[src/design/clk_switch_pkg.sv]
// Constants and types for the CPU clock source switch controller.
// Assumes the device register port answers each access with sfr_ack.
// Overview of operation
// - HS to internal: start osc, 10us, clear select
// - HS to sub: pin mode, start, wait, select
// - Skip sub setup when already on sub
// - Sub to internal: start osc, main, cpu select
// - Skip osc start when already running
// - Skip main select write when already right
// - Sub to HS: stab, start, flash, main, cpu
// - Stab select not shorter than awaited time
// - Flash fast bit set above 10 MHz
// - Flash bit may stay clear when divided
// - Skip HS setup when HS already running
// - Skip register writes already holding value; STOP on crystal still rewrites stab select
// - HALT entered by instruction from any source
// - Before STOP on crystal, program stab select
package clk_switch_pkg;

	// ************************************************
	// Register addresses and fields
	// ************************************************
	localparam logic [7:0] ADDR_CMC  = 8'h00;
	localparam logic [7:0] ADDR_CSC  = 8'h01;
	localparam logic [7:0] ADDR_OSC_STAB_TIME_STATUS = 8'h02;
	localparam logic [7:0] ADDR_OSC_STAB_TIME_SELECT = 8'h03;
	localparam logic [7:0] ADDR_CKC  = 8'h04;
	localparam logic [7:0] ADDR_OPERATION_SPEED_MODE_REG = 8'h05;

	localparam int CMC_EXT_POS  = 7;
	localparam int CMC_MAIN_POS = 6;
	localparam int CMC_SUB_POS  = 4;
	localparam int CMC_AMP_POS  = 0;
	localparam int CSC_MAIN_OSC_STOP_POS = 7;
	localparam int CSC_XSTOP_POS = 6;
	localparam int CSC_ISTOP_POS = 0;
	localparam int CKC_CLS_POS = 7;
	localparam int CKC_CSS_POS = 6;
	localparam int CKC_MCS_POS = 5;
	localparam int CKC_MCM_POS = 4;
	localparam int OPERATION_SPEED_MODE_REG_FLASH_HIGH_SPEED_SELECT_POS = 0;

	localparam logic [7:0] CSC_RESET = 8'hc0;

	// ************************************************
	// Timing
	// ************************************************
	localparam int CLK_MHZ      = 10;
	localparam int ACC_STAB_US  = 10;
	localparam int ACC_STAB_CYC = ACC_STAB_US * CLK_MHZ;
	localparam int SUB_STAB_US  = 1000;
	localparam logic [7:0] ACC_CNT_MAX = 8'hff;

	// ************************************************
	// Types
	// ************************************************
	typedef enum logic [2:0] {
		TGT_INT, TGT_HS, TGT_SUB, TGT_HALT, TGT_STOP
	} target_t;

	typedef struct packed {
		target_t    target;
		logic       ext_clock;
		logic       xtal_fast;
		logic       flash_fast;
		logic       main_en;
		logic       sub_en;
		logic [2:0] stab_sel;
		logic [7:0] stab_need;
	} cmd_t;

	typedef struct packed {
		logic [7:0] addr;
		logic [7:0] wdata;
		logic       wr;
		logic       rd;
		logic       byte8;
	} sfr_req_t;

	typedef enum logic [3:0] {
		ST_IDLE, ST_RD_CKC, ST_CMC, ST_OSC_STAB_TIME_SELECT, ST_CSC, ST_OPERATION_SPEED_MODE_REG, ST_WAIT,
		ST_OSC_STAB_TIME_STATUS, ST_MCM, ST_CSS, ST_POLL, ST_HALT, ST_STOP, ST_DONE
	} state_t;

	localparam int NST = 14;

	typedef struct packed {
		state_t     st;
		sfr_req_t   req;
		cmd_t       cmd;
		logic [7:0] clock_run_control_reg;
		logic       cpu_clock_select;
		logic       mcm;
		logic       cpu_source_status;
		logic       main_source_status;
		logic       cmc_done;
		logic       ext_q;
		logic       operation_speed_mode_reg_done;
		logic       osc_stab_time_select_ok;
		logic [2:0] osc_stab_time_select_q;
		logic       started;
		logic       tmr_start;
		logic       ready;
		logic       done;
		logic       halt;
		logic       stop;
	} ctl_t;

endpackage

[src/design/stab_timer.sv]
// Down counter for fixed settling waits.
// Assumes start is a one-cycle pulse and load is stable with it.
`timescale 1ns/10ps
module stab_timer (
	input  wire logic        clk_sys, // System clock
	input  wire logic        rst_n,   // Async reset, active low
	input  wire logic        start,   // Load pulse
	input  wire logic [15:0] load,    // Cycles to wait
	output logic             done     // One-cycle end pulse
);

	typedef struct packed {
		logic [15:0] cnt;
		logic        run;
		logic        done;
	} tmr_t;

	tmr_t t_q;
	tmr_t t_d;

	always_comb begin
		t_d = t_q;
		t_d.done = 1'b0;
		if (start) begin
			t_d.cnt = load;
			t_d.run = 1'b1;
		end else if (t_q.run) begin
			if (t_q.cnt <= 16'h0001) begin
				t_d.run = 1'b0;
				t_d.done = 1'b1;
			end else begin
				t_d.cnt = t_q.cnt - 16'h0001;
			end
		end
	end

	always_ff @(posedge clk_sys or negedge rst_n) begin
		if (!rst_n) begin
			t_q <= '0;
		end else begin
			t_q <= t_d;
		end
	end

	assign done = t_q.done;

endmodule

[src/design/clk_switch_ctrl.sv]
// Host sequencer that switches the device CPU clock source.
// Assumes the device answers every register access with sfr_ack.
`timescale 1ns/10ps
module clk_switch_ctrl #(
	parameter int SUB_STAB_US = clk_switch_pkg::SUB_STAB_US
) (
	input  wire logic                      clk_sys,    // 10 MHz clock
	input  wire logic                      rst_n,      // Async reset
	input  wire logic                      cmd_valid,  // Order present
	input  wire clk_switch_pkg::cmd_t      cmd,        // Order fields
	input  wire logic                      sfr_ack,    // Access done
	input  wire logic [7:0]                sfr_rdata,  // Read data
	output clk_switch_pkg::sfr_req_t       sfr_req,    // Register access
	output logic                           halt_exec,  // HALT pulse
	output logic                           stop_exec,  // STOP pulse
	output logic                           cmd_ready,  // Idle
	output logic                           cmd_done,   // Order finished
	output logic                           cpu_on_sub, // Last CPU status
	output logic                           main_on_hs  // Last main status
);

	localparam int SUB_CYC = SUB_STAB_US * clk_switch_pkg::CLK_MHZ;
	localparam logic [15:0] SUB_LOAD = 16'(SUB_CYC);
	localparam logic [15:0] ACC_LOAD = 16'(clk_switch_pkg::ACC_STAB_CYC);

	clk_switch_pkg::ctl_t s;
	clk_switch_pkg::ctl_t n;
	logic tmr_done;

	// ************************************************
	// Helpers
	// ************************************************
	function automatic logic is_wr(clk_switch_pkg::sfr_req_t r,
			logic ack, logic [7:0] a);
		return r.wr && ack && (r.addr == a);
	endfunction

	function automatic logic status_ok(clk_switch_pkg::ctl_t x);
		logic ok;
		ok = 1'b1;
		case (x.cmd.target)
			clk_switch_pkg::TGT_INT: ok = !x.cpu_source_status && !x.main_source_status;
			clk_switch_pkg::TGT_HS:  ok = !x.cpu_source_status && x.main_source_status;
			clk_switch_pkg::TGT_SUB: ok = x.cpu_source_status;
			default:                 ok = 1'b1;
		endcase
		return ok;
	endfunction

	// Which steps the current order still needs
	function automatic logic [clk_switch_pkg::NST-1:0] need_of(
			clk_switch_pkg::ctl_t x);
		logic [clk_switch_pkg::NST-1:0] nd;
		logic hs;
		logic sub;
		logic int_t;
		logic hs_set;
		logic sub_set;
		hs = x.cmd.target == clk_switch_pkg::TGT_HS;
		sub = x.cmd.target == clk_switch_pkg::TGT_SUB;
		int_t = x.cmd.target == clk_switch_pkg::TGT_INT;
		// Setup stays wanted once this order has started the oscillator
		hs_set = hs && (x.clock_run_control_reg[clk_switch_pkg::CSC_MAIN_OSC_STOP_POS] ||
			x.started);
		sub_set = sub && !x.cpu_source_status;
		nd = '0;
		nd[clk_switch_pkg::ST_CMC] = !x.cmc_done && (hs_set || sub_set);
		nd[clk_switch_pkg::ST_OSC_STAB_TIME_SELECT] =
			(hs_set && !(x.osc_stab_time_select_ok && x.osc_stab_time_select_q == x.cmd.stab_sel)) ||
			(x.cmd.target == clk_switch_pkg::TGT_STOP && x.main_source_status &&
			 !x.cpu_source_status && !x.ext_q);
		nd[clk_switch_pkg::ST_CSC] =
			(int_t && x.clock_run_control_reg[clk_switch_pkg::CSC_ISTOP_POS]) ||
			hs_set ||
			(sub_set && x.clock_run_control_reg[clk_switch_pkg::CSC_XSTOP_POS]);
		nd[clk_switch_pkg::ST_OPERATION_SPEED_MODE_REG] = hs_set && !x.operation_speed_mode_reg_done;
		nd[clk_switch_pkg::ST_WAIT] = (int_t && !x.cpu_source_status && x.mcm) ||
			(x.started && sub);
		nd[clk_switch_pkg::ST_OSC_STAB_TIME_STATUS] = hs_set && !x.ext_q;
		nd[clk_switch_pkg::ST_MCM] = (int_t && x.mcm) ||
			(hs && !x.mcm);
		nd[clk_switch_pkg::ST_CSS] = ((int_t || hs) && x.cpu_clock_select) ||
			(sub && !x.cpu_clock_select);
		nd[clk_switch_pkg::ST_POLL] = int_t || hs || sub;
		nd[clk_switch_pkg::ST_HALT] =
			x.cmd.target == clk_switch_pkg::TGT_HALT;
		nd[clk_switch_pkg::ST_STOP] =
			x.cmd.target == clk_switch_pkg::TGT_STOP;
		nd[clk_switch_pkg::ST_DONE] = 1'b1;
		return nd;
	endfunction

	function automatic clk_switch_pkg::state_t step_after(
			clk_switch_pkg::state_t cur,
			logic [clk_switch_pkg::NST-1:0] nd);
		clk_switch_pkg::state_t r;
		r = clk_switch_pkg::ST_DONE;
		for (int i = clk_switch_pkg::NST - 1; i >= 0; i--) begin
			if (i > int'(cur) && nd[i]) begin
				r = clk_switch_pkg::state_t'(i);
			end
		end
		return r;
	endfunction

	// Register access issued on entry to a step
	function automatic clk_switch_pkg::sfr_req_t req_for(
			clk_switch_pkg::state_t st, clk_switch_pkg::ctl_t x);
		clk_switch_pkg::sfr_req_t r;
		logic [7:0] v;
		r = '0;
		v = 8'h00;
		case (st)
			clk_switch_pkg::ST_RD_CKC, clk_switch_pkg::ST_POLL: begin
				r.addr = clk_switch_pkg::ADDR_CKC;
				r.rd = 1'b1;
			end
			clk_switch_pkg::ST_OSC_STAB_TIME_STATUS: begin
				r.addr = clk_switch_pkg::ADDR_OSC_STAB_TIME_STATUS;
				r.rd = 1'b1;
			end
			clk_switch_pkg::ST_CMC: begin
				v[clk_switch_pkg::CMC_EXT_POS] = x.cmd.ext_clock;
				v[clk_switch_pkg::CMC_MAIN_POS] = x.cmd.main_en ||
					x.cmd.target == clk_switch_pkg::TGT_HS;
				v[clk_switch_pkg::CMC_SUB_POS] = x.cmd.sub_en ||
					x.cmd.target == clk_switch_pkg::TGT_SUB;
				v[clk_switch_pkg::CMC_AMP_POS] = x.cmd.xtal_fast;
				r.addr = clk_switch_pkg::ADDR_CMC;
			end
			clk_switch_pkg::ST_OSC_STAB_TIME_SELECT: begin
				v[2:0] = x.cmd.stab_sel;
				r.addr = clk_switch_pkg::ADDR_OSC_STAB_TIME_SELECT;
			end
			clk_switch_pkg::ST_CSC: begin
				v = x.clock_run_control_reg;
				case (x.cmd.target)
					clk_switch_pkg::TGT_INT:
						v[clk_switch_pkg::CSC_ISTOP_POS] = 1'b0;
					clk_switch_pkg::TGT_HS:
						v[clk_switch_pkg::CSC_MAIN_OSC_STOP_POS] = 1'b0;
					default:
						v[clk_switch_pkg::CSC_XSTOP_POS] = 1'b0;
				endcase
				r.addr = clk_switch_pkg::ADDR_CSC;
			end
			clk_switch_pkg::ST_OPERATION_SPEED_MODE_REG: begin
				v[clk_switch_pkg::OPERATION_SPEED_MODE_REG_FLASH_HIGH_SPEED_SELECT_POS] =
					x.cmd.flash_fast;
				r.addr = clk_switch_pkg::ADDR_OPERATION_SPEED_MODE_REG;
			end
			clk_switch_pkg::ST_MCM, clk_switch_pkg::ST_CSS: begin
				v[clk_switch_pkg::CKC_CSS_POS] = x.cpu_clock_select;
				v[clk_switch_pkg::CKC_MCM_POS] = x.mcm;
				if (st == clk_switch_pkg::ST_MCM) begin
					v[clk_switch_pkg::CKC_MCM_POS] =
						x.cmd.target == clk_switch_pkg::TGT_HS;
				end else begin
					v[clk_switch_pkg::CKC_CSS_POS] =
						x.cmd.target == clk_switch_pkg::TGT_SUB;
				end
				r.addr = clk_switch_pkg::ADDR_CKC;
			end
			default: r = '0;
		endcase
		if (r.addr != 8'h00 || st == clk_switch_pkg::ST_CMC) begin
			r.wr = !r.rd;
		end
		r.wdata = v;
		r.byte8 = r.wr;
		return r;
	endfunction

	// ************************************************
	// Sequencer
	// ************************************************
	always_comb begin
		n = s;
		n.done = 1'b0;
		n.halt = 1'b0;
		n.stop = 1'b0;
		n.tmr_start = 1'b0;
		case (s.st)
			clk_switch_pkg::ST_IDLE: begin
				if (cmd_valid) begin
					n.cmd = cmd;
					n.ready = 1'b0;
					n.started = 1'b0;
					n.st = clk_switch_pkg::ST_RD_CKC;
					n.req = req_for(clk_switch_pkg::ST_RD_CKC, n);
				end
			end
			clk_switch_pkg::ST_DONE: begin
				n.st = clk_switch_pkg::ST_IDLE;
				n.ready = 1'b1;
				n.done = 1'b1;
			end
			default: begin
				if ((s.st == clk_switch_pkg::ST_WAIT && tmr_done) ||
				    s.st == clk_switch_pkg::ST_HALT ||
				    s.st == clk_switch_pkg::ST_STOP ||
				    ((s.req.wr || s.req.rd) && sfr_ack)) begin
					n.req = '0;
					case (s.st)
						clk_switch_pkg::ST_RD_CKC: begin
							n.cpu_clock_select = sfr_rdata[clk_switch_pkg::CKC_CSS_POS];
							n.mcm = sfr_rdata[clk_switch_pkg::CKC_MCM_POS];
						end
						clk_switch_pkg::ST_CMC: begin
							n.cmc_done = 1'b1;
							n.ext_q = s.cmd.ext_clock;
						end
						clk_switch_pkg::ST_OSC_STAB_TIME_SELECT: begin
							n.osc_stab_time_select_ok = 1'b1;
							n.osc_stab_time_select_q = s.cmd.stab_sel;
						end
						clk_switch_pkg::ST_CSC: begin
							n.clock_run_control_reg = s.req.wdata;
							n.started = 1'b1;
						end
						clk_switch_pkg::ST_OPERATION_SPEED_MODE_REG: n.operation_speed_mode_reg_done = 1'b1;
						clk_switch_pkg::ST_MCM:
							n.mcm = s.req.wdata[clk_switch_pkg::CKC_MCM_POS];
						clk_switch_pkg::ST_CSS:
							n.cpu_clock_select = s.req.wdata[clk_switch_pkg::CKC_CSS_POS];
						default: n.req = '0;
					endcase
					if (s.st == clk_switch_pkg::ST_RD_CKC ||
					    s.st == clk_switch_pkg::ST_POLL) begin
						n.cpu_source_status = sfr_rdata[clk_switch_pkg::CKC_CLS_POS];
						n.main_source_status = sfr_rdata[clk_switch_pkg::CKC_MCS_POS];
					end
					n.st = step_after(s.st, need_of(n));
					// Keep reading until the counter or status catches up
					if ((s.st == clk_switch_pkg::ST_OSC_STAB_TIME_STATUS &&
					     sfr_rdata < s.cmd.stab_need) ||
					    (s.st == clk_switch_pkg::ST_POLL &&
					     !status_ok(n))) begin
						n.st = s.st;
					end
					n.req = req_for(n.st, n);
					n.tmr_start = n.st == clk_switch_pkg::ST_WAIT;
					n.halt = n.st == clk_switch_pkg::ST_HALT;
					n.stop = n.st == clk_switch_pkg::ST_STOP;
				end
			end
		endcase
	end

	always_ff @(posedge clk_sys or negedge rst_n) begin
		if (!rst_n) begin
			s <= '0;
			s.clock_run_control_reg <= clk_switch_pkg::CSC_RESET;
			s.ready <= 1'b1;
		end else begin
			s <= n;
		end
	end

	stab_timer u_timer (
		.clk_sys (clk_sys),
		.rst_n   (rst_n),
		.start   (s.tmr_start),
		.load    (s.cmd.target == clk_switch_pkg::TGT_SUB ?
		          SUB_LOAD : ACC_LOAD),
		.done    (tmr_done)
	);

	assign sfr_req = s.req;
	assign halt_exec = s.halt;
	assign stop_exec = s.stop;
	assign cmd_ready = s.ready;
	assign cmd_done = s.done;
	assign cpu_on_sub = s.cpu_source_status;
	assign main_on_hs = s.main_source_status;

	// ************************************************
	// Assertions
	// ************************************************
	logic [7:0] acc_cnt;
	localparam int ACC_MIN = clk_switch_pkg::ACC_STAB_CYC;

	always_ff @(posedge clk_sys or negedge rst_n) begin
		if (!rst_n) begin
			acc_cnt <= 8'h00;
		end else if (is_wr(s.req, sfr_ack, clk_switch_pkg::ADDR_CSC) ||
		             (s.st == clk_switch_pkg::ST_IDLE && cmd_valid)) begin
			acc_cnt <= 8'h00;
		end else if (acc_cnt != clk_switch_pkg::ACC_CNT_MAX) begin
			acc_cnt <= acc_cnt + 8'h01;
		end
	end

	property p_int_wait;
		@(posedge clk_sys) disable iff (!rst_n)
		is_wr(s.req, sfr_ack, clk_switch_pkg::ADDR_CKC) &&
		!s.req.wdata[clk_switch_pkg::CKC_MCM_POS] && s.mcm &&
		s.cmd.target == clk_switch_pkg::TGT_INT && !s.cpu_source_status
		|-> acc_cnt >= ACC_MIN;
	endproperty
	a_int_wait: assert property (p_int_wait)
		else $error("main select cleared before 10 us settle");

	property p_cmc_once;
		@(posedge clk_sys) disable iff (!rst_n)
		is_wr(s.req, sfr_ack, clk_switch_pkg::ADDR_CMC)
		|-> !s.cmc_done && s.req.byte8 ##1 s.cmc_done;
	endproperty
	a_cmc_once: assert property (p_cmc_once)
		else $error("mode register written twice");

	property p_sub_css;
		@(posedge clk_sys) disable iff (!rst_n)
		is_wr(s.req, sfr_ack, clk_switch_pkg::ADDR_CKC) &&
		s.req.wdata[clk_switch_pkg::CKC_CSS_POS] && !s.cpu_clock_select
		|-> !s.clock_run_control_reg[clk_switch_pkg::CSC_XSTOP_POS] && s.cmc_done;
	endproperty
	a_sub_css: assert property (p_sub_css)
		else $error("sub select before sub oscillator start");

	property p_osc_stab_time_status_ext;
		@(posedge clk_sys) disable iff (!rst_n)
		s.req.rd && s.req.addr == clk_switch_pkg::ADDR_OSC_STAB_TIME_STATUS |-> !s.ext_q;
	endproperty
	a_osc_stab_time_status_ext: assert property (p_osc_stab_time_status_ext)
		else $error("stab counter polled with external clock");

	property p_flash_high_speed_select;
		@(posedge clk_sys) disable iff (!rst_n)
		is_wr(s.req, sfr_ack, clk_switch_pkg::ADDR_OPERATION_SPEED_MODE_REG)
		|-> s.req.wdata[clk_switch_pkg::OPERATION_SPEED_MODE_REG_FLASH_HIGH_SPEED_SELECT_POS] == s.cmd.flash_fast;
	endproperty
	a_flash_high_speed_select: assert property (p_flash_high_speed_select)
		else $error("flash speed bit differs from order");

	property p_hs_order;
		@(posedge clk_sys) disable iff (!rst_n)
		is_wr(s.req, sfr_ack, clk_switch_pkg::ADDR_CKC) &&
		s.cmd.target == clk_switch_pkg::TGT_HS
		|-> !s.clock_run_control_reg[clk_switch_pkg::CSC_MAIN_OSC_STOP_POS] &&
		(s.req.wdata[clk_switch_pkg::CKC_MCM_POS] ||
		 s.req.wdata[clk_switch_pkg::CKC_CSS_POS]);
	endproperty
	a_hs_order: assert property (p_hs_order)
		else $error("high-speed select before oscillator start");

	property p_halt;
		@(posedge clk_sys) disable iff (!rst_n)
		halt_exec |-> s.cmd.target == clk_switch_pkg::TGT_HALT
		##1 !halt_exec ##1 cmd_done;
	endproperty
	a_halt: assert property (p_halt)
		else $error("halt pulse malformed");

	property p_stop_osc_stab_time_select;
		@(posedge clk_sys) disable iff (!rst_n)
		stop_exec && s.main_source_status && !s.cpu_source_status && !s.ext_q |-> s.osc_stab_time_select_ok;
	endproperty
	a_stop_osc_stab_time_select: assert property (p_stop_osc_stab_time_select)
		else $error("stop on crystal without stab select");

	property p_done_match;
		@(posedge clk_sys) disable iff (!rst_n)
		cmd_done |-> status_ok(s);
	endproperty
	a_done_match: assert property (p_done_match)
		else $error("order finished before status matched");

	c_to_sub: cover property (@(posedge clk_sys) disable iff (!rst_n)
		cmd_done && s.cmd.target == clk_switch_pkg::TGT_SUB);
	c_to_hs: cover property (@(posedge clk_sys) disable iff (!rst_n)
		cmd_done && s.cmd.target == clk_switch_pkg::TGT_HS);
	c_to_int: cover property (@(posedge clk_sys) disable iff (!rst_n)
		cmd_done && s.cmd.target == clk_switch_pkg::TGT_INT && s.started);
	c_stop: cover property (@(posedge clk_sys) disable iff (!rst_n)
		stop_exec);

endmodule

[config.mk]
export PLATFORM = sky130hd
export DESIGN_NAME = clk_switch_ctrl
export DESIGN_NICKNAME = d
export VERILOG_FILES = /design/src/design/clk_switch_pkg.sv /design/src/design/stab_timer.sv /design/src/design/clk_switch_ctrl.sv
export SDC_FILE = /design/constraint.sdc
export NUM_CORES = 1
export LEC_CHECK = 0
export BUFFER_PORTS_ARGS = -buffer_cell sky130_fd_sc_hd__buf_2
export CAP_MARGIN = 40
export CORE_AREA = 2 2 97 99
export CTS_CLUSTER_DIAMETER = 40
export DETAILED_ROUTE_END_ITERATION = 6
export DIE_AREA = 0 0 99 101
export GPL_TIMING_DRIVEN = 0
export PLACE_DENSITY = 0.74
export REMOVE_ABC_BUFFERS = 1
export SLEW_MARGIN = 10
export SYNTH_ARGS = -nofsm -noshare
export SYNTH_HDL_FRONTEND = slang
export SYNTH_SLANG_ARGS = --single-unit
[constraint.sdc]
create_clock -name clk_sys -period 6.6 [get_ports clk_sys]
set_input_delay 0.66 -clock clk_sys [delete_from_list [all_inputs] [get_ports clk_sys]]
set_output_delay 0.66 -clock clk_sys [all_outputs]
set_load 0.02 [all_outputs]
==> metrics.md, run 1 <==
| Metric | Value |
|---|---|
| Comb power frac | `52.0%` |
| Status | `finished clean` |
| Largest net degree at the start of global routing | `50` |
| MaxCap Viol Count | `0` |
| #FFs+latches synth | `79` |
| Seq/Total Area, Yosys | `41.5%` |
| Postcts setup bufs | `0` |
| Psw | `1.15 mW` |
| PwrDens | `480 nW/um^2` |
| Mapped Cells | `480` |
| FF-to-FF End | `sfr_req[9]` |
| PortBufs | `50` |
| Layout area overhead | `8.60%` |
| R2R setup slack | `2.82 ns` |
| Count leader, synth | `dfrtp_1` |
| Residual DRC count | `0` |
| M3 GR Usage | `4.23%` |
| Num ports | `56` |
| Synth Flop Type | `dfrtp_1` |
| Cts repair resizes | `0` |
| Reg-to-Reg Start | `s[63]` |
| Core area | `8980 sq um` |
| Routed WL per cell | `17.5 um` |
| Max Slew Vio Count | `0` |
| Top post-synthesis cells by count | `dfrtp_1, nand2_1, nor2_1` |
| GRT Util Overall | `23.1%` |
| Post-DP HPWL | `8.00 mm` |
| Die W | `99 um` |
| Post-synth ARST share | `100%` |
| Net Sw Frac | `46.0%` |
| Leak Pwr | `2.35 nW` |
| Clk root buf | `clkbuf_8` |
| Site row count | `35` |
| CTS max path bufs | `2` |
| Die Y | `101 um` |
| Startpoint types | `register` |
| Crit path capture type | `register` |
| Flop pwr share | `34.9%` |
| Total CTS buffers | `9` |
| Fillers | `785` |
| NumNets Final | `547` |
| Fin cells | `622` |
| Slew HR | `41.2%` |
| Yosys top cell area share | `39.8%` |
| Diode count | `0` |
| Initial drt markers | `273` |
| Type of the worst setup path | `reg -> reg` |
| Remaining global-route overflow | `0` |
| Worst-path clk slew | `0.08 ns` |
| First-pass GRT wire length | `18.4 mm` |
| Top cells by area, synth | `dfrtp_1, mux2_2, buf_4, nand2_1, nor2_1` |
| Final worst path period share | `57.2%` |
| Post-route ant nets | `0` |
| Final Core Density | `57.7%` |
| Clock Skew | `0.00482 ns` |
| Arrival @ worst endpoint | `4.01 ns` |
| DRT Pass-1 Iters | `5` |
| Final setup fails | `0` |
| Initial antenna violation count | `0` |
| Internal power | `1.34 mW` |
| Endpoints failing hold | `0` |
| Crit-path max FO | `23` |
| Fmax | `265 MHz` |
| Fin Setup TNS | `0 ns` |
| EDFF count, synth | `0` |
| Total Routed Length | `10.9 mm` |
| Routability cong. | `0.969` |
| Clk Latency, worst-skew pair | `0.35 ns` |
| Vias in the first global route | `3735` |
| Worst-margin pin slew | `0.882 ns` |
| Dominant cell type by area after synthesis | `dfrtp_1` |
| R2R cell count | `9` |
| Most Crowded Layer GR | `met2` |
| Die Area | `10000 sq um` |
| Ys Warns | `0` |
| Effective utilization at floorplan | `53.2%` |
| Area of the mapped netlist | `4770 sq um` |
| Sink Count | `79` |
| Worst Hold Class | `in -> async` |
| Vias per Instance | `5.90` |
| Synth cell types | `77` |
| Via count | `3669` |
| Global Route met1 Usage | `30.6%` |
| Cell total after placement | `607` |
| Post-route minimum period | `3.78 ns` |
| Max VDD drop | `207 uV` |
| Met2 usage | `38.1%` |
| H-tree Lvls | `3` |
| CP Data Required Time | `6.84 ns` |
| Layout cells sized above 1 | `26.4%` |
| CTS tree | `built` |
| CTS Hold Bufs | `0` |
| Syn_area_per_cell | `9.94 sq um` |
| Unrepaired setup endpoints after global routing | `false` |
| Clk pwr share | `13.1%` |
-- placed cells by master, fill, tap and decap left out, types with 6 or more instances in the layout --
cell	n
inv_1	21
nand3_1	10
nor2_1	34
and2_1	6
nand2_1	36
buf_2	50
clkbuf_8	10
ha_1	9
mux2_2	33
a21oi_1	24
a31oi_1	6
nor3_1	13
nand2b_1	7
xnor2_1	12
mux2i_1	6
o21ai_0	20
dfrtp_1	76
nor4_1	9
-- power by group through the flow --
stage,sequential [mW],clock (mW),combinational (mW)
after floorplan,0.888,0,0.876
after global placement,0.910,0,1.17
after detailed placement,0.876,0,1.28
after CTS,0.866,0.333,1.29
after global routing,0.898,0.355,1.43
final,0.868,0.327,1.29
-- registers in the layout, indices dropped and copies added, names as in the netlist --
register,cells
s,42
u_timer.t_q,17
sfr_req,13
cmd_done,1
cmd_ready,1
cpu_on_sub,1
halt_exec,1
main_on_hs,1
stop_exec,1
u_timer.done,1
-- worst max path at each step --
stage           from    endpoint  slack, ns  cells past startpoint
6_report       s[63]  sfr_req[9]       2.82                      9
5_1_grt        s[66]  sfr_req[9]       2.62                     10
4_1_cts        s[66]  sfr_req[9]       2.84                     10
3_5_place_dp   s[66]  sfr_req[9]       2.87                     10
3_3_place_gp   s[66]  sfr_req[7]       2.42                      9
2_1_floorplan  s[66]  sfr_req[9]       3.25                      9
-- kinds of logic after synthesis --
| kind of cell | count (synthesis) | synth area share, % |
|---|---|---|
| XOR/XNOR | 17 | 3.12 |
| flip-flops | 79 | 41.5 |
| other | 1 | 0.0786 |
| AND/OR/NAND/NOR | 157 | 18.5 |
| adder cells (fa/ha/maj) | 10 | 2.57 |
| AO/OA/AOI/OAI | 110 | 17.1 |
| buffers and inverters | 65 | 7.44 |
| multiplexers | 41 | 9.67 |
-- metal layers --
metal	vias to the layer above	share of wire, %
met5	-	0
met4	0	2.0
met3	19	5.3
met2	103	49
met1	1787	44
li1	1760	-
-- stage by stage --
step           total power [mW]  setup slack (ns)  cell area, sq um  hold WS, ns
6_report                   2.49              2.82              5180        0.234
5_1_grt                    2.68              2.62              5180        0.257
4_1_cts                    2.49              2.84              5180        0.244
3_5_place_dp               2.15              2.87              5010        0.463
3_3_place_gp               2.08              2.42              4900        0.441
2_1_floorplan              1.76              3.25              4510        0.364
-- layout make-up --
type                    instances  area (sq um)  share of cell area (%)
clock inverters                 5          33.8                   0.652
multi-input cells             340          2460                    47.4
flip-flops and latches         79          1980                    38.2
well taps                     111           139                    2.68
inverters                      21          78.8                    1.52
clock buffers                  10           138                    2.66
repair buffers                 56           358                    6.90
-- critical path, cell delays in order (launching register included) --
cell     delay [ns]
dfrtp_1        0.92
nor3b_2        0.32
mux2_4         0.35
mux2i_1        0.16
or3_1          0.39
and3b_4        0.20
o41ai_4        0.39
or2_1          0.37
mux2_4         0.33
a31o_1         0.22
Power figures use the tool's default switching activity.
==> inputs of run 2 (changes only) <==
--- a/config.mk
+++ b/config.mk
@@ -7,12 +7,12 @@
 export LEC_CHECK = 0
 export BUFFER_PORTS_ARGS = -buffer_cell sky130_fd_sc_hd__buf_2
 export CAP_MARGIN = 40
-export CORE_AREA = 2 2 97 99
+export CORE_AREA = 2 2 98 100
 export CTS_CLUSTER_DIAMETER = 40
 export DETAILED_ROUTE_END_ITERATION = 6
-export DIE_AREA = 0 0 99 101
+export DIE_AREA = 0 0 100 102
 export GPL_TIMING_DRIVEN = 0
-export PLACE_DENSITY = 0.74
+export PLACE_DENSITY = 0.76
 export REMOVE_ABC_BUFFERS = 1
 export SLEW_MARGIN = 10
 export SYNTH_ARGS = -nofsm -noshare
==> constraint.sdc (replaced) <==
create_clock -name clk_sys -period 3.4 [get_ports clk_sys]
set_input_delay 0.34 -clock clk_sys [delete_from_list [all_inputs] [get_ports clk_sys]]
set_output_delay 0.34 -clock clk_sys [all_outputs]
set_load 0.02 [all_outputs]
==> run 2 against run 1 <==
Effect of this change: power increased by 100%; maximum frequency up 15%; hold slack worse by 0.020 ns; design area rose by 1.8%; register-to-register slack lost 2.7 ns; sequential share of layout area down 0.56 points; critical path depth grew 1; final cell count up 1.1%; largest power group unchanged.
==> metrics.md, run 2 (same netlist as run 1, synthesis figures left out) <==
| Metric | Value |
|---|---|
| Status | `finished clean` |
| Largest stage delay on the critical path | `0.62 ns` |
| Arrival @ worst endpoint | `3.52 ns` |
| Clk pwr share | `13.2%` |
| DRT Pass-1 Iters | `5` |
| Routed WL per cell | `17.7 um` |
| Clk Latency, worst-skew pair | `0.35 ns` |
| Most Crowded Layer GR | `met2` |
| Routability cong. | `0.930` |
| H-tree Lvls | `3` |
| Core area | `9110 sq um` |
| Post-DP HPWL | `8.07 mm` |
| Number of cells on the worst hold path | `2` |
| Psw | `2.26 mW` |
| Cell total after placement | `607` |
| Worst-margin pin slew | `0.859 ns` |
| Hold_sp | `cmd[1]` |
| Initial drt markers | `250` |
| Max FFs per register | `42` |
| Design area | `5280 sq um` |
| Family with the most delay on the worst path | `simple AND/OR/NAND/NOR gates` |
| GRT Util Overall | `23.0%` |
| Global Route met1 Usage | `29.6%` |
| Cell Area, Placed | `5020 sq um` |
| Endpoints failing hold | `0` |
| Crit-path max FO | `23` |
| Total Routed Length | `11.1 mm` |
| Vias in the first global route | `3696` |
| Initial antenna violation count | `0` |
| Reg-to-Reg Start | `s[63]` |
| Layout cells sized above 1 | `28.0%` |
| CTS max path bufs | `2` |
| Post-route minimum period | `3.28 ns` |
| Fillers | `789` |
| Worst-case hold path end point | `s[26]` |
| Worst-path clk slew | `0.08 ns` |
| Vias per Instance | `6.02` |
| Commonest cells after routing, fill and taps aside | `dfrtp_1, buf_2, nand2_1, nor2_1, mux2_2` |
| NumNets Final | `553` |
| Die Area | `10200 sq um` |
| Total CTS buffers | `9` |
| Leak Pwr | `2.39 nW` |
| CTS tree | `built` |
| Remaining global-route overflow | `0` |
| Internal power | `2.75 mW` |
| Die Y | `102 um` |
| Clock Skew | `0.0138 ns` |
| Residual DRC count | `0` |
| CP Data Required Time | `3.64 ns` |
| Final setup fails | `0` |
| Crit path capture type | `register` |
| R2R cell count | `10` |
| Num ports | `56` |
| Largest Register | `s` |
| Die W | `100 um` |
| Slew HR | `42.2%` |
| Fin cells | `629` |
| Crit-path slowest cell | `dfrtp_4` |
| Layout area overhead | `10.6%` |
| Diode count | `0` |
| Most common cell after layout, fill and taps aside | `dfrtp_1` |
| FF-to-FF End | `sfr_req[9]` |
| WP buf/inv | `1` |
| Max Slew Vio Count | `0` |
| Effective utilization at floorplan | `52.4%` |
| Max VDD drop | `401 uV` |
| Met2 usage | `39.2%` |
| R2R setup slack | `0.12 ns` |
| MaxCap Viol Count | `0` |
| Post-route ant nets | `0` |
| Levels on crit path | `10` |
| Site row count | `35` |
| Overall Power | `5.01 mW` |
| Clk root buf | `clkbuf_8` |
| Net Sw Frac | `45.2%` |
| Crit-path cells | `nor3b_2 -> mux2_4 -> mux2i_1 -> or3_1 -> and3b_4 -> o41ai_4 -> buf_4 -> or2_4 -> mux2_4 -> a31o_1` |
| PortBufs | `50` |
| Startpoint types | `register` |
| Fmax | `305 MHz` |
| Final worst path period share | `96.5%` |
| Flop pwr share | `33.0%` |
| Via count | `3786` |
| Comb power frac | `53.7%` |
| Type of the worst setup path | `reg -> reg` |
| PwrDens | `949 nW/um^2` |
| Worst Hold Class | `in -> reg` |
| First-pass GRT wire length | `18.3 mm` |
| Sink Count | `79` |
| Largest net degree at the start of global routing | `49` |
| Worst hold slack | `0.214 ns` |
| M3 GR Usage | `4.17%` |
| Top cell by count, worst path | `mux2_4` |
-- run 2: timing repair --
item,CTS,global route
gates resized for setup,3,3
endpoints found under the setup margin,9,3
pin swaps,0,1
hold endpoints to repair,30,0
hold buffers,1,0
setup buffers,2,3
-- run 2: cell type report --
cell class                      instances  area, sq um  area share, %
Tap cell                              111          139           2.63
Timing Repair Buffer                   62          414           7.85
Multi-Input combinational cell        340         2470           46.8
Inverter                               21         78.8           1.49
Sequential cell                        79         1990           37.6
Clock inverter                          5         40.0          0.759
Clock buffer                           11          151           2.87
-- run 2: worst register-to-register path, cell delays in order, from the launching register on --
cell	delay, ns
dfrtp_4	0.62
nor3b_2	0.26
mux2_4	0.35
mux2i_1	0.17
or3_1	0.38
and3b_4	0.20
o41ai_4	0.31
buf_4	0.19
or2_4	0.18
mux2_4	0.30
a31o_1	0.22
-- run 2: how the worst max path moves through the flow --
stage	start	endpoint
floorplan	s[66]	sfr_req[9]
global placement	s[66]	sfr_req[7]
detailed placement	s[63]	sfr_req[9]
CTS	s[63]	sfr_req[9]
global route	s[63]	sfr_req[9]
finish	s[63]	sfr_req[9]
-- run 2: stage by stage --
| step | TNS, ns | util (%) | setup slack [ns] |
|---|---|---|---|
| global route | -0.00108 | 57.9 | -0.00108 |
| floorplan | 0 | - | 0.0450 |
| global placement | -12.40 | 53.8 | -0.785 |
| finish | 0 | 57.9 | 0.118 |
| detailed placement | -1.25 | 55.1 | -0.344 |
| CTS | 0 | 57.6 | 0.0677 |
-- run 2: metal layers --
metal / up-vias / share of wire [%]
met4: 0 / 2.0
met3: 23 / 5.1
met2: 130 / 49
met1: 1860 / 44
met5: - / 0
li1: 1773 / -
-- run 2: power groups by stage --
stage | clock, mW | combinational [mW] | sequential [mW]
5_1_grt | 0.717 | 2.95 | 1.70
3_3_place_gp | 0 | 2.26 | 1.76
2_1_floorplan | 0 | 1.70 | 1.72
6_report | 0.663 | 2.69 | 1.65
3_5_place_dp | 0 | 2.52 | 1.69
4_1_cts | 0.682 | 2.59 | 1.65
==> inputs of run 3 (changes only) <==
--- a/config.mk
+++ b/config.mk
@@ -12,7 +12,7 @@
 export DETAILED_ROUTE_END_ITERATION = 6
 export DIE_AREA = 0 0 100 102
 export GPL_TIMING_DRIVEN = 0
-export PLACE_DENSITY = 0.76
+export PLACE_DENSITY = 0.84
 export REMOVE_ABC_BUFFERS = 1
 export SLEW_MARGIN = 10
 export SYNTH_ARGS = -nofsm -noshare
==> run 3 against run 2 <==
Effect of this change: critical path depth increased by 1; core utilization up 0.22 points; hold slack lost 0.0055 ns; critical endpoint unchanged; setup slack lost 0.037 ns; non-clock buffer count shrank 1; register-to-register slack got worse by 0.04 ns; maximum frequency decreased by 1.1%; clock skew about the same; first-iteration DRC count decreased by 2.4%; largest cell class unchanged; sequential power is essentially flat; clock-buffer cell count rose by 1; sequential share of layout area fell by 0.12 points.
==> metrics.md, run 3 (same netlist as run 1, synthesis figures left out) <==
| Metric | Value |
|---|---|
| Effective utilization at floorplan | `52.4%` |
| Crit-path slowest cell | `dfrtp_2` |
| Layout area overhead | `11.0%` |
| Crit-path max FO | `23` |
| Slew HR | `43.2%` |
| PwrDens | `959 nW/um^2` |
| Fmax | `301 MHz` |
| Most common cell after layout, fill and taps aside | `dfrtp_1` |
| Final setup margin | `0.0806 ns` |
| Post-route minimum period | `3.32 ns` |
| Place WS | `-0.290 ns` |
| Site row count | `35` |
| Core area | `9110 sq um` |
| Routability cong. | `0.955` |
| Max VDD drop | `415 uV` |
| NumNets Final | `552` |
| Type of the worst setup path | `reg -> reg` |
| CP Data Required Time | `3.65 ns` |
| Die Area | `10200 sq um` |
| Routed WL per cell | `17.9 um` |
| Initial antenna violation count | `0` |
| Final setup fails | `0` |
| Die Y | `102 um` |
| WP buf/inv | `3` |
| Sink Count | `79` |
| First-pass GRT wire length | `18.7 mm` |
| Clk Latency, worst-skew pair | `0.36 ns` |
| Startpoint types | `register` |
| Layout cells sized above 1 | `28.0%` |
| Largest Register | `s` |
| PortBufs | `50` |
| GRT Util Overall | `23.4%` |
| Initial drt markers | `244` |
| Worst Hold Class | `in -> reg` |
| Largest net degree at the start of global routing | `52` |
| MaxCap Viol Count | `0` |
| Vias per Instance | `6.02` |
| Die W | `100 um` |
| Post-route ant nets | `0` |
| Remaining global-route overflow | `0` |
| Family with the most delay on the worst path | `compound AO/OA/AOI/OAI gates` |
| Max FFs per register | `42` |
| Worst-path clk slew | `0.09 ns` |
| Leak Pwr | `2.39 nW` |
| Diode count | `0` |
| Clock Skew | `0.0134 ns` |
| Total CTS buffers | `9` |
| CTS max path bufs | `2` |
| Worst hold slack | `0.208 ns` |
| Status | `finished clean` |
| DRT Pass-1 Iters | `5` |
| Largest stage delay on the critical path | `0.44 ns` |
| Post-DP HPWL | `8.24 mm` |
| Total Routed Length | `11.2 mm` |
| Crit-path cells | `buf_16 -> inv_1 -> a31oi_1 -> o31ai_4 -> mux2i_1 -> and3b_4 -> o41ai_4 -> buf_4 -> or2_4 -> mux2_4 -> a31o_1` |
| Unrepaired setup endpoints after global routing | `false` |
| H-tree Lvls | `3` |
| Via count | `3779` |
| Num ports | `56` |
| Worst-margin pin slew | `0.849 ns` |
| Arrival @ worst endpoint | `3.57 ns` |
| Endpoints failing hold | `0` |
| Vias in the first global route | `3771` |
| Commonest cells after routing, fill and taps aside | `dfrtp_1, buf_2, nand2_1, nor2_1, mux2_2` |
| CTS tree | `built` |
| Overall Power | `5.08 mW` |
| Final worst path period share | `97.6%` |
| Residual DRC count | `0` |
| Clk root buf | `clkbuf_8` |
| Crit path capture type | `register` |
| Max Slew Vio Count | `0` |
run 3: final cells by class:
type | instances | area, sq um
fill | 793 | 3810
clock buffer | 12 | 155
multi-input combinational | 340 | 2470
inverter | 21 | 78.8
clock inverter | 4 | 53.8
timing repair buffer | 61 | 410
sequential | 79 | 1990
tap | 111 | 139
run 3: worst paths after layout:
check | cells past startpoint | slack [ns] | endpoint | start
setup / recovery | 11 | 0.08 | sfr_req[9] | s[66]
hold / removal | 2 | 0.21 | s[30] | cmd[5]
setup reg to reg | 11 | 0.08 | sfr_req[9] | s[66]
hold reg to reg | 2 | 0.47 | s[10] | s[10]
max in group asynchronous | 3 | 2.33 | s[24] | rst_n
min in group asynchronous | 2 | 0.45 | s[10] | rst_n
run 3: metal layers:
metal | track usage (%) | part of all wire, % | up-vias | wire [um]
met3 | 4.86 | 5.7 | 20 | 635
met2 | 39.7 | 49 | 121 | 5520
met4 | 9.06 | 1.9 | 0 | 216
li1 | - | - | 1780 | -
met5 | 0 | 0 | - | 0
met1 | 29.6 | 43 | 1858 | 4850
run 3: metrics by stage:
step,util (%),setup TNS [ns],cell area [sq um],instances
floorplan,-,0,4510,440
global placement,53.8,-12.00,4900,601
detailed placement,55.2,-0.795,5020,607
CTS,57.9,0,5270,626
global route,58.2,0,5300,628
finish,58.2,0,5300,628
run 3: what timing repair did:
action | CTS | global route
pin swaps | 1 | 0
hold endpoints to repair | 27 | 0
hold buffers | 1 | 0
buffers inserted | 2 | 2
endpoints found under the setup margin | 11 | 2
gates resized for setup | 4 | 4
run 3: worst reg2reg max path: cells and delay by family, from the launching register on:
family	cells	cell delay (ns)
compound gates	4	1.11
buf+inv	3	0.61
flops	1	0.44
mux	2	0.61
simple gates	2	0.44
run 3: power by group:
group	total, mW	switching (mW)	internal, mW
Clock	0.738	0.357	0.381
Sequential	1.67	0.387	1.29
Combinational	2.67	1.53	1.14
